**src/rtl/urf_cfg.svh**
```systemverilog
// Constants of the USB receive FIFO control block: sizes, offsets, bit positions, reset values.
`ifndef URF_CFG_SVH
`define URF_CFG_SVH

// ***************************************************************
// Sizes
// ***************************************************************
`define URF_DEPTH 4'h8
`define URF_PTR_W 3
`define URF_CNT_W 4
`define URF_ADR_W 8
`define URF_PTR_ONE 3'h1
`define URF_CNT_ONE 4'h1
`define URF_CNT_ZERO 4'h0

// ***************************************************************
// Register indices; byte address is four times the index
// ***************************************************************
`define URF_IDX_DATA 6'h18
`define URF_IDX_CTL 6'h19
`define URF_IDX_FLG 6'h1A
`define URF_IDX_CNT 6'h1B
`define URF_IDX_LSB 2'h0

// ***************************************************************
// Field positions
// ***************************************************************
`define URF_CTL_FLUSH 7
`define URF_CTL_RDONE 4
`define URF_FLG_EMP 3
`define URF_FLG_FULL 2
`define URF_FLG_UNDER 1
`define URF_FLG_OVER 0

// ***************************************************************
// Fill values
// ***************************************************************
`define URF_BYTE_ZERO 8'h00
`define URF_PAD_ZERO 24'h00_0000
`define URF_HI_ZERO 4'h0

`endif

```
**src/rtl/urf_pkg.sv**
```systemverilog
// Types shared by the USB receive FIFO control block.
package urf_pkg;

   // Register selected by a bus access
   typedef enum logic [2:0] {
      URF_REG_DATA = 3'h0,
      URF_REG_CNT = 3'h1,
      URF_REG_CTL = 3'h2,
      URF_REG_FLG = 3'h3,
      URF_REG_NONE = 3'h4
   } urf_reg_t;

   // Bus handshake phases
   typedef enum logic [1:0] {
      URF_WB_IDLE = 2'h0,
      URF_WB_WAIT = 2'h1,
      URF_WB_ACK = 2'h2
   } urf_wb_state_t;

endpackage : urf_pkg

```
**src/rtl/urf_mem.sv**
```systemverilog
// Eight-byte storage of the receive FIFO with registered, write-through read data.
`timescale 1ns/100ps
`default_nettype none
`include "urf_cfg.svh"

module urf_mem
   import urf_pkg::*;
(
   // Clock and reset
   input wire logic clk,
   input wire logic rst,
   // Write side
   input wire logic wrEn,
   input wire logic [`URF_PTR_W-1:0] wrAddr,
   input wire logic [7:0] wrData,
   // Read side
   input wire logic [`URF_PTR_W-1:0] rdAddr,
   output logic [7:0] rdData
);

   typedef struct packed {
      logic [7:0][7:0] cells;
      logic [7:0] rdData;
   } urf_mem_st_t;

   urf_mem_st_t s_q;
   urf_mem_st_t s_d;

   // Write-through so a byte pushed at the read address is seen next cycle
   always_comb begin
      s_d = s_q;
      s_d.rdData = s_q.cells[rdAddr];
      if (wrEn) begin
         s_d.cells[wrAddr] = wrData;
         if (wrAddr == rdAddr) begin
            s_d.rdData = wrData;
         end
      end
   end

   // State register
   always_ff @(posedge clk or posedge rst) begin
      if (rst) begin
         s_q <= '0;
      end else begin
         s_q <= s_d;
      end
   end

   assign rdData = s_q.rdData;

endmodule : urf_mem
`default_nettype wire

```
**src/rtl/urf_rx_fifo_ctrl.sv**
```systemverilog
// USB endpoint receive FIFO with its control, flag and byte-count registers on Wishbone.
//
// Contract
// - Setting the flush bit empties the FIFO; empty flag set, other flags cleared.
// - Hardware clears the flush bit once the flush has been done.
// - Setting the read-complete bit clears the full flag of the data set.
// - Hardware clears the read-complete bit after clearing the full flag.
// - Read-complete acts only while both setup overwrite flags are clear.
// - Empty flag tracks FIFO status: set when drained, clear when not empty.
// - Empty flag is also set when a zero-length packet is received.
// - Full flag set on successful reception; cleared when byte count is written.
// - Underrun set on reading an empty FIFO; cleared by writing zero or by a flush.
// - During underrun the read pointer stays at the empty position.
// - Overrun set when a byte is written while full; cleared by writing zero.
// - Overrun also cleared by hardware when a SETUP packet follows it.
// - During overrun the write pointer stays at the full position.
// - While underrun or overrun is set every transaction is NAKed.
// - Each written byte advances write pointer, each read byte the read pointer.
// - Interface logic stores the 4-bit data set length; firmware reads it.
// - After a byte count write, full waits for the reception acknowledge.
//
// The address map and the Wishbone slave port were decided locally.
`timescale 1ns/100ps
`default_nettype none
`include "urf_cfg.svh"

module urf_rx_fifo_ctrl
   import urf_pkg::*;
(
   // Clock and reset
   input wire logic clk,
   input wire logic rst,
   // Wishbone slave
   input wire logic wbCycI,
   input wire logic wbStbI,
   input wire logic wbWeI,
   input wire logic [`URF_ADR_W-1:0] wbAdrI,
   input wire logic [3:0] wbSelI,
   input wire logic [31:0] wbDatI,
   output logic [31:0] wbDatO,
   output logic wbAckO,
   // USB system interface logic, same clock
   input wire logic usbWrStb,
   input wire logic [7:0] usbWrByte,
   input wire logic usbCntStb,
   input wire logic [`URF_CNT_W-1:0] usbCntVal,
   input wire logic usbRxAcked,
   input wire logic usbSetupRx,
   input wire logic setupOverwriteFlag,
   input wire logic setupEndOverwriteFlag,
   // Status towards the USB logic
   output logic nakAll,
   output logic rxEmptyFlag,
   output logic rxFullFlag
);

   // ***************************************************************
   // State
   // ***************************************************************

   // Every flop of the block outside the bus port and the byte storage; s_d is its next value
   typedef struct packed {
      logic [`URF_PTR_W-1:0] wrPtr;
      logic [`URF_PTR_W-1:0] rdPtr;
      logic [`URF_CNT_W-1:0] fill;
      logic [`URF_CNT_W-1:0] byteCount;
      logic flushReq;
      logic rdDoneReq;
      logic empty;
      logic full;
      logic fullPend;
      logic under;
      logic over;
      logic nak;
      logic [7:0] rdByte;
   } urf_st_t;

   // Reset state: flags as after a flush, empty set
   localparam urf_st_t URF_ST_RST = '{
      wrPtr: '0,
      rdPtr: '0,
      fill: `URF_CNT_ZERO,
      byteCount: `URF_CNT_ZERO,
      flushReq: 1'b0,
      rdDoneReq: 1'b0,
      empty: 1'b1,
      full: 1'b0,
      fullPend: 1'b0,
      under: 1'b0,
      over: 1'b0,
      nak: 1'b0,
      rdByte: `URF_BYTE_ZERO
   };

   urf_st_t s_q;
   urf_st_t s_d;

   // ***************************************************************
   // Helpers
   // ***************************************************************

   // Fill test shared by the underrun check and the empty flag
   function automatic logic fillIsZero(input logic [`URF_CNT_W-1:0] lvl);
      fillIsZero = (lvl == `URF_CNT_ZERO);
   endfunction : fillIsZero

   // Pointer step; wraps at the buffer end through its width
   function automatic logic [`URF_PTR_W-1:0] ptrStep(input logic [`URF_PTR_W-1:0] ptr);
      ptrStep = ptr + `URF_PTR_ONE;
   endfunction : ptrStep

   // No room: full flag up, or every cell taken before the count
   function automatic logic noRoom(input logic isFull, input logic [`URF_CNT_W-1:0] lvl);
      noRoom = isFull || (lvl == `URF_DEPTH);
   endfunction : noRoom

   // ***************************************************************
   // Bus port and storage
   // ***************************************************************

   logic reqGo;
   logic reqWe;
   urf_reg_t reqReg;
   logic [7:0] reqByte;
   logic [7:0] memRdData;
   logic memWrEn;
   logic [`URF_PTR_W-1:0] memWrAddr;

   // Handshake and address decode; registers are one byte, so lane 0 only
   urf_wb_port u_port (
      .clk(clk),
      .rst(rst),
      .wbCycI(wbCycI),
      .wbStbI(wbStbI),
      .wbWeI(wbWeI),
      .wbAdrI(wbAdrI),
      .wbSelI(wbSelI[0]),
      .wbDatI(wbDatI[7:0]),
      .wbAckO(wbAckO),
      .reqGo(reqGo),
      .reqWe(reqWe),
      .reqReg(reqReg),
      .reqByte(reqByte)
   );

   // Byte storage; read address is stable for a cycle before each pop
   urf_mem u_mem (
      .clk(clk),
      .rst(rst),
      .wrEn(memWrEn),
      .wrAddr(memWrAddr),
      .wrData(usbWrByte),
      .rdAddr(s_q.rdPtr),
      .rdData(memRdData)
   );

   // ***************************************************************
   // Next state
   // ***************************************************************

   // Hazards kept in mind:
   //  - the fill count, not the pointers, tells a full buffer from an empty one
   //  - a bus read is taken a cycle before it pops, so storage data has settled
   //  - an overwrite flag only delays a release; a pending one is never lost
   // Flush is applied first, then this cycle's events on top of it,
   // so a push or byte count write landing in the flush cycle is kept, not lost.
   always_comb begin
      logic busRd;
      logic busWr;
      logic popReq;
      logic pushReq;
      logic overEv;
      logic underEv;
      logic releaseNow;
      logic clrUnder;
      logic clrOver;
      busRd = 1'b0;
      busWr = 1'b0;
      popReq = 1'b0;
      pushReq = 1'b0;
      overEv = 1'b0;
      underEv = 1'b0;
      releaseNow = 1'b0;
      clrUnder = 1'b0;
      clrOver = 1'b0;
      s_d = s_q;
      memWrEn = 1'b0;
      memWrAddr = s_q.wrPtr;

      // Flush takes one cycle and then drops its own bit
      if (s_q.flushReq) begin
         s_d.wrPtr = '0;
         s_d.rdPtr = '0;
         s_d.fill = `URF_CNT_ZERO;
         s_d.full = 1'b0;
         s_d.fullPend = 1'b0;
         s_d.under = 1'b0;
         s_d.over = 1'b0;
         s_d.flushReq = 1'b0;
      end

      busRd = reqGo && !reqWe;
      busWr = reqGo && reqWe;

      // Data port read pops a byte, or flags underrun when nothing is there
      if (busRd && (reqReg == URF_REG_DATA)) begin
         if (fillIsZero(s_d.fill)) begin
            underEv = 1'b1;
         end else begin
            popReq = 1'b1;
         end
      end

      // Push from the interface logic; held off while full or at capacity
      if (usbWrStb) begin
         if (noRoom(s_d.full, s_d.fill)) begin
            overEv = 1'b1;
         end else begin
            pushReq = 1'b1;
         end
      end

      // Pointer movement; neither moves on an underrun or overrun
      if (popReq) begin
         s_d.rdPtr = ptrStep(s_d.rdPtr);
      end
      if (pushReq) begin
         memWrEn = 1'b1;
         memWrAddr = s_d.wrPtr;
         s_d.wrPtr = ptrStep(s_d.wrPtr);
      end
      if (pushReq && !popReq) begin
         s_d.fill = s_d.fill + `URF_CNT_ONE;
      end else if (popReq && !pushReq) begin
         s_d.fill = s_d.fill - `URF_CNT_ONE;
      end

      // Read data for the bus; reserved and unmapped bits read zero
      // Data port word is last cycle's storage read; the pointer has not moved
      if (busRd) begin
         case (reqReg)
            URF_REG_DATA: s_d.rdByte = memRdData;
            URF_REG_CNT: s_d.rdByte = {`URF_HI_ZERO, s_q.byteCount};
            URF_REG_CTL: begin
               s_d.rdByte = `URF_BYTE_ZERO;
               s_d.rdByte[`URF_CTL_FLUSH] = s_q.flushReq;
               s_d.rdByte[`URF_CTL_RDONE] = s_q.rdDoneReq;
            end
            URF_REG_FLG: begin
               s_d.rdByte = `URF_BYTE_ZERO;
               s_d.rdByte[`URF_FLG_EMP] = s_q.empty;
               s_d.rdByte[`URF_FLG_FULL] = s_q.full;
               s_d.rdByte[`URF_FLG_UNDER] = s_q.under;
               s_d.rdByte[`URF_FLG_OVER] = s_q.over;
            end
            default: s_d.rdByte = `URF_BYTE_ZERO;
         endcase
      end else if (busWr) begin
         s_d.rdByte = `URF_BYTE_ZERO;
      end

      // Control writes: a one starts an action, a zero does nothing
      if (busWr && (reqReg == URF_REG_CTL)) begin
         if (reqByte[`URF_CTL_FLUSH]) begin
            s_d.flushReq = 1'b1;
         end
         if (reqByte[`URF_CTL_RDONE]) begin
            s_d.rdDoneReq = 1'b1;
         end
      end

      // Flag writes: only a zero in the sticky bits has an effect
      // A one written keeps the flag; read-only and reserved bits are ignored
      if (busWr && (reqReg == URF_REG_FLG)) begin
         clrUnder = !reqByte[`URF_FLG_UNDER];
         clrOver = !reqByte[`URF_FLG_OVER];
      end

      // Release waits while a setup overwrite is flagged
      releaseNow = s_q.rdDoneReq && !setupOverwriteFlag && !setupEndOverwriteFlag;
      if (releaseNow) begin
         s_d.full = 1'b0;
         s_d.rdDoneReq = 1'b0;
      end

      // Byte count write clears full and arms it for the acknowledge
      if (usbCntStb) begin
         s_d.byteCount = usbCntVal;
         s_d.full = 1'b0;
         s_d.fullPend = 1'b1;
      end
      // Acknowledge sets full; it wins over a read-complete or count-write clear in the same cycle, not over a flush
      if (usbRxAcked && (s_d.fullPend || usbCntStb)) begin
         s_d.full = 1'b1;
         s_d.fullPend = 1'b0;
      end

      // Underrun: clear first so a same-cycle event still sets it
      if (clrUnder) begin
         s_d.under = 1'b0;
      end
      if (underEv) begin
         s_d.under = 1'b1;
      end

      // Overrun: cleared by firmware, or by a SETUP after the error
      if (clrOver || (usbSetupRx && s_q.over)) begin
         s_d.over = 1'b0;
      end
      if (overEv) begin
         s_d.over = 1'b1;
      end

      // Empty follows the fill level; a zero-length packet leaves it set
      s_d.empty = fillIsZero(s_d.fill);

      // NAK every transaction while an error flag stands
      s_d.nak = s_d.under || s_d.over;
   end

   // ***************************************************************
   // Registers and outputs
   // ***************************************************************

   // State register
   always_ff @(posedge clk or posedge rst) begin
      if (rst) begin
         s_q <= URF_ST_RST;
      end else begin
         s_q <= s_d;
      end
   end

   // Outputs straight from the state flops
   assign wbDatO = {`URF_PAD_ZERO, s_q.rdByte};
   assign nakAll = s_q.nak;
   assign rxEmptyFlag = s_q.empty;
   assign rxFullFlag = s_q.full;

endmodule : urf_rx_fifo_ctrl
`default_nettype wire

```
**src/rtl/urf_wb_port.sv**
```systemverilog
// Classic Wishbone slave handshake: takes a request, offers it for one cycle, answers with ack.
`timescale 1ns/100ps
`default_nettype none
`include "urf_cfg.svh"

module urf_wb_port
   import urf_pkg::*;
(
   // Clock and reset
   input wire logic clk,
   input wire logic rst,
   // Wishbone request
   input wire logic wbCycI,
   input wire logic wbStbI,
   input wire logic wbWeI,
   input wire logic [`URF_ADR_W-1:0] wbAdrI,
   input wire logic wbSelI,
   input wire logic [7:0] wbDatI,
   output logic wbAckO,
   // Request towards the register file
   output logic reqGo,
   output logic reqWe,
   output urf_reg_t reqReg,
   output logic [7:0] reqByte
);

   typedef struct packed {
      urf_wb_state_t st;
      logic we;
      urf_reg_t regSel;
      logic [7:0] wrByte;
      logic ack;
   } urf_wb_st_t;

   urf_wb_st_t s_q;
   urf_wb_st_t s_d;

   // Address decode; anything else is answered but has no effect
   function automatic urf_reg_t decodeAdr(input logic [`URF_ADR_W-1:0] adr);
      case (adr)
         {`URF_IDX_DATA, `URF_IDX_LSB}: decodeAdr = URF_REG_DATA;
         {`URF_IDX_CTL, `URF_IDX_LSB}: decodeAdr = URF_REG_CTL;
         {`URF_IDX_FLG, `URF_IDX_LSB}: decodeAdr = URF_REG_FLG;
         {`URF_IDX_CNT, `URF_IDX_LSB}: decodeAdr = URF_REG_CNT;
         default: decodeAdr = URF_REG_NONE;
      endcase
   endfunction : decodeAdr

   // Handshake phases; ACK phase ignores the still-held request
   always_comb begin
      s_d = s_q;
      case (s_q.st)
         URF_WB_IDLE: begin
            s_d.ack = 1'b0;
            if (wbCycI && wbStbI) begin
               s_d.st = URF_WB_WAIT;
               s_d.we = wbWeI;
               // A write without lane 0 targets nothing, so it can never pop
               s_d.regSel = (wbWeI && !wbSelI) ? URF_REG_NONE : decodeAdr(wbAdrI);
               s_d.wrByte = wbDatI;
            end
         end
         URF_WB_WAIT: begin
            s_d.st = URF_WB_ACK;
            s_d.ack = 1'b1;
         end
         URF_WB_ACK: begin
            s_d.st = URF_WB_IDLE;
            s_d.ack = 1'b0;
         end
         default: begin
            s_d.st = URF_WB_IDLE;
            s_d.ack = 1'b0;
         end
      endcase
   end

   // State register
   always_ff @(posedge clk or posedge rst) begin
      if (rst) begin
         s_q <= {URF_WB_IDLE, 1'b0, URF_REG_NONE, `URF_BYTE_ZERO, 1'b0};
      end else begin
         s_q <= s_d;
      end
   end

   assign wbAckO = s_q.ack;
   assign reqGo = (s_q.st == URF_WB_WAIT);
   assign reqWe = s_q.we;
   assign reqReg = s_q.regSel;
   assign reqByte = s_q.wrByte;

endmodule : urf_wb_port
`default_nettype wire

```
**config.mk**
```make
export PLATFORM = sky130hd
export DESIGN_NAME = urf_rx_fifo_ctrl
export DESIGN_NICKNAME = d
export VERILOG_FILES = /design/src/rtl/urf_pkg.sv /design/src/rtl/urf_mem.sv /design/src/rtl/urf_rx_fifo_ctrl.sv /design/src/rtl/urf_wb_port.sv
export VERILOG_INCLUDE_DIRS = /design/src /design/src/rtl
export SDC_FILE = /design/constraint.sdc
export NUM_CORES = 1
export LEC_CHECK = 0
export BUFFER_PORTS_ARGS = -buffer_cell sky130_fd_sc_hd__clkbuf_2
export CORE_MARGIN = 4
export CORE_UTILIZATION = 55
export CTS_CLUSTER_DIAMETER = 60
export DETAILED_ROUTE_END_ITERATION = 8
export HOLD_SLACK_MARGIN = 0.08
export PLACE_DENSITY = 0.79
export SYNTH_ARGS = -nofsm -noshare
export SYNTH_HDL_FRONTEND = slang
export SYNTH_SLANG_ARGS = --single-unit
```
**constraint.sdc**
```tcl
create_clock -name clk -period 4.5 [get_ports clk]
set_input_delay 0.675 -clock clk [delete_from_list [all_inputs] [get_ports clk]]
set_output_delay 0.675 -clock clk [all_outputs]
set_load 0.02 [all_outputs]
```
==> impl_table.tex <==
\begin{tabular}{lr}
\hline
Metric & Value \\
\hline
\multicolumn{2}{l}{\textbf{Status}} \\
\quad Status & completed \\
\multicolumn{2}{l}{\textbf{Critical path}} \\
\quad Family with the most delay on the worst path & simple AND/OR/NAND/NOR gates \\
\quad Number of logic stages on the critical path including buffering & 7 \\
\quad Worst path slowest cell & sky130\_fd\_sc\_hd\_\_nor3\_2 \\
\quad Endpoint type of the worst setup path & flop \\
\quad Length in cells of the worst reg-to-reg path & 7 \\
\quad Path type of the worst setup path & reg -> reg \\
\quad Reg2Reg Launch Point & s\_q[15] \\
\quad Arrival time at the worst endpoint & $\sim$3.8 ns \\
\quad Buffers and inverters on the worst path & 1 \\
\quad CP startpoint kind & flop \\
\quad Data required time at the worst endpoint & 4.90 ns \\
\quad Highest net fanout along the worst path & 12 \\
\quad Cell-by-cell listing of the critical path & nor2b\_1 -> inv\_1 -> ha\_1 -> nand4bb\_1 -> nand3\_1 -> nor3\_2 -> mux2\_2 \\
\quad Reg-to-reg slack, setup & 1.12 ns \\
\quad Peak per-stage delay on the critical path & 0.95 ns \\
\quad Worst r2r dst & u\_mem.s\_q[48] \\
\multicolumn{2}{l}{\textbf{Synth}} \\
\quad Number of synthesized register bits & roughly 110 \\
\quad Top\_reg\_cell synth & sky130\_fd\_sc\_hd\_\_dfrtp\_1 \\
\quad Warnings from Yosys & 0 \\
\quad Sequential area share after synthesis & 0.509 \\
\quad Synthesized area & 5560 um2 \\
\quad Synthesized netlist cell count & 430 \\
\quad Async set or reset register ratio after synthesis & 1.00 \\
\quad Per-instance average area after synthesis & 12.9 um2 \\
\quad Netlist cell types & 52 \\
\quad EDFF count, synth & 0 \\
\multicolumn{2}{l}{\textbf{Placement}} \\
\quad Routability-driven placement congestion ratio & 0.856 \\
\quad Port Buffers & 47 \\
\quad DP HPWL & approximately 7.4 mm \\
\multicolumn{2}{l}{\textbf{Clocking}} \\
\quad Number of sinks driven by the clock tree & between 100 and 150 \\
\quad Count of cells resized by post-cts repair & 0 \\
\quad Number of buffers between clock root and the deepest sink & 2 \\
\quad Setup Buffers After CTS & 0 \\
\quad Maximum level of the CTS H-tree & 4 \\
\quad Clock latency reported for the late side of the worst-skew pair & roughly 0.52 ns \\
\quad Register clock-pin slew on the reported worst setup and hold paths & roughly 0.050 ns \\
\quad Hold\_buf cts & 0 \\
\quad Num CTS Buffers & 17 \\
\quad CTS tree & yes \\
\quad Root buffer cell & sky130\_fd\_sc\_hd\_\_clkbuf\_8 \\
\multicolumn{2}{l}{\textbf{Global route}} \\
\quad Global-route wire length before repair & around 19 mm \\
\quad Gr ovfl total & 0 \\
\quad Number of antenna violations at the first check in global routing & 0 \\
\quad Total global-route track usage & 0.213 \\
\quad Maximum number of pins on one net before global-route repair & 85 \\
\quad Number of global-route vias before repair & roughly 3,600 \\
\multicolumn{2}{l}{\textbf{Worst hold path}} \\
\quad Worst Hold Path EP & s\_q[11] \\
\quad Number of cells on the worst hold path & 2 \\
\quad Worst hold path type & in -> reg \\
\quad Hold\_sp & usbRxAcked \\
\multicolumn{2}{l}{\textbf{Drt}} \\
\quad Average wire per cell in the routed design & around 19 um \\
\quad Routed via count divided by cell count & around 5.7 \\
\quad Pre-Repair DR Iteration Count & 5 \\
\quad Detailed Route WL & roughly 12 mm \\
\quad Final ANT Viol Nets & 0 \\
\quad Initial DRC Count & just over 200 \\
\quad Remaining design rule violation count & 0 \\
\quad Detailed-route via count & approximately 3,500 \\
\multicolumn{2}{l}{\textbf{Floorplanning}} \\
\quad Num ports & approximately 100 \\
\quad Die area & between 10,000 and 15,000 um2 \\
\quad FP Rows & 36 \\
\quad Area of the core & approximately 10000 um2 \\
\quad Initial Utilization & 0.566 \\
\quad Die height & 109 um \\
\quad Die W & approximately 110 um \\
\multicolumn{2}{l}{\textbf{Job}} \\
\quad \# Max-Cap Violations & 0 \\
\multicolumn{2}{l}{\textbf{Layout}} \\
\quad Final \#Nets & between 500 and 600 \\
\quad End-of-flow core utilization & 0.649 \\
\quad Antenna Diode Count & 0 \\
\quad Area of combinational cells with multiple inputs & 2440 um2 \\
\quad Area of all sequential standard cells & approximately 2800 um2 \\
\quad Number of inserted filler cells in the final layout & around 720 \\
\quad Relative area change from synthesis to final layout & 14.6\% \\
\quad Share of layout cells above drive strength 1 & 0.425 \\
\multicolumn{2}{l}{\textbf{STA}} \\
\quad Final number of hold-violating endpoints & 0 \\
\quad Post-route clock period utilization & 0.750 \\
\quad Setup skew after layout & between 0.006 and 0.007 ns \\
\quad Setup violations, final & 0 \\
\quad Final Max Tran Viols & 0 \\
\quad Pin slew with the least headroom to its limit & a little over 1 ns \\
\quad Setup repair after global routing missed its margin & false \\
\quad Relative max-transition margin & 0.321 \\
\quad Final critical path time including I/O delays and setup & $\sim$3.4 ns \\
\quad Final sum of negative setup slack & 0 ns \\
\quad FMAX & 296 MHz \\
\multicolumn{2}{l}{\textbf{Pwr}} \\
\quad Highest ir drop seen on vdd & around 0.42 mV \\
\quad Power Dens Cells & around 630 nW/um2 \\
\quad Leakage dissipation & roughly 0.0029 uW \\
\hline
\end{tabular}
-- per-stage QoR --
| step | cell area, um2 | total power [uW] | worst slack (ns) | cells | hold WS [ns] |
|---|---|---|---|---|---|
| final | 6380 | 4020 | 1.12 | 618 | 0.374 |
| after global routing | 6380 | 4250 | 0.937 | 618 | 0.356 |
| after CTS | 6380 | 4040 | 1.16 | 618 | 0.351 |
| after detailed placement | 5780 | 2700 | 1.20 | 586 | 0.479 |
| after global placement | 5780 | 2620 | 1.27 | 586 | 0.468 |
| after floorplan | 5650 | 2470 | 0.841 | 453 | 0.443 |
-- kinds of logic after synthesis --
logic type	after synthesis	synth area share
adders and majority gates	4	0.00900
muxes	115	0.263
xor gates and xnor gates	10	0.0157
and+or+nand+nor	74	0.0729
buffers and inverters	68	0.0684
AOI/OAI and AO/OA	45	0.0610
other	1	0.000674
DFF	113	0.509
-- worst max path at each step --
stage	from	slack, ns	endpoint
finish	s_q[15]	1.12	u_mem.s_q[48]
global route	s_q[15]	0.94	u_mem.s_q[38]
CTS	s_q[15]	1.16	u_mem.s_q[36]
detailed placement	s_q[15]	1.20	u_mem.s_q[36]
global placement	s_q[15]	1.27	u_mem.s_q[34]
floorplan	rst	0.84	nakAll
-- registers in the layout, indices dropped and copies added, names as in the netlist, 2 cells and up --
name            flops
s_q                19
u_mem.rdData        8
u_mem.s_q          64
u_port.reqByte      4
u_port.reqReg       3
wbDatO              8
u_port.s_q          2
-- synthesized netlist by cell type (8+ instances only) --
library cell | count | area share
sky130_fd_sc_hd__dfrtp_1 | 111 | 0.50
sky130_fd_sc_hd__mux2_2 | 90 | 0.18
sky130_fd_sc_hd__buf_4 | 33 | 0.045
sky130_fd_sc_hd__clkbuf_1 | 18 | 0.012
sky130_fd_sc_hd__nand2_1 | 18 | 0.012
sky130_fd_sc_hd__mux4_2 | 16 | 0.065
sky130_fd_sc_hd__nor2_1 | 15 | 0.010
sky130_fd_sc_hd__inv_1 | 13 | 0.0088
sky130_fd_sc_hd__o21ai_0 | 12 | 0.011
sky130_fd_sc_hd__nand3_1 | 9 | 0.0081
sky130_fd_sc_hd__xnor2_1 | 9 | 0.014
sky130_fd_sc_hd__mux2i_1 | 8 | 0.014
-- area by class of cell --
type,count,share of cell area
Sequential cell,113,0.444
Multi-Input combinational cell,272,0.382
Timing Repair Buffer,54,0.0451
Clock buffer,23,0.0779
Inverter,14,0.00863
Tap cell,133,0.0261
Clock inverter,9,0.0161
-- metal layers --
metal / global-route usage / part of all wire / wire, um / vias to the layer above
li1: - / - / - / 1581
met3: 0.0603 / 0.054 / 622 / 20
met1: 0.264 / 0.41 / 4770 / 1801
met2: 0.357 / 0.52 / 5950 / 114
met5: 0 / 0 / 0 / -
met4: 0.0748 / 0.015 / 175 / 0
-- where the power goes --
group / switching, uW / total [uW] / internal [uW]
Clock: 455 / 1330 / 871
Sequential: 234 / 1630 / 1400
Combinational: 446 / 1070 / 621
Total: 1140 / 4020 / 2890
-- cells in the final DEF (no fill, tap or decap), types with 4 or more instances in the layout --
cell type,count
sky130_fd_sc_hd__a22o_1,7
sky130_fd_sc_hd__clkbuf_8,7
sky130_fd_sc_hd__buf_4,7
sky130_fd_sc_hd__mux2i_1,8
sky130_fd_sc_hd__ha_1,4
sky130_fd_sc_hd__nor3_1,4
sky130_fd_sc_hd__nand2_1,18
sky130_fd_sc_hd__o21ai_0,12
sky130_fd_sc_hd__a21oi_1,5
sky130_fd_sc_hd__clkbuf_16,16
sky130_fd_sc_hd__xnor2_1,9
sky130_fd_sc_hd__nand3_1,9
sky130_fd_sc_hd__conb_1,24
sky130_fd_sc_hd__nor2_1,15
sky130_fd_sc_hd__mux2_2,90
sky130_fd_sc_hd__clkbuf_2,47
sky130_fd_sc_hd__inv_1,12
sky130_fd_sc_hd__o211ai_1,4
sky130_fd_sc_hd__nor2b_1,6
sky130_fd_sc_hd__mux4_2,16
sky130_fd_sc_hd__dfrtp_1,111
sky130_fd_sc_hd__clkinv_2,4
(Power assumes the default switching activity.)
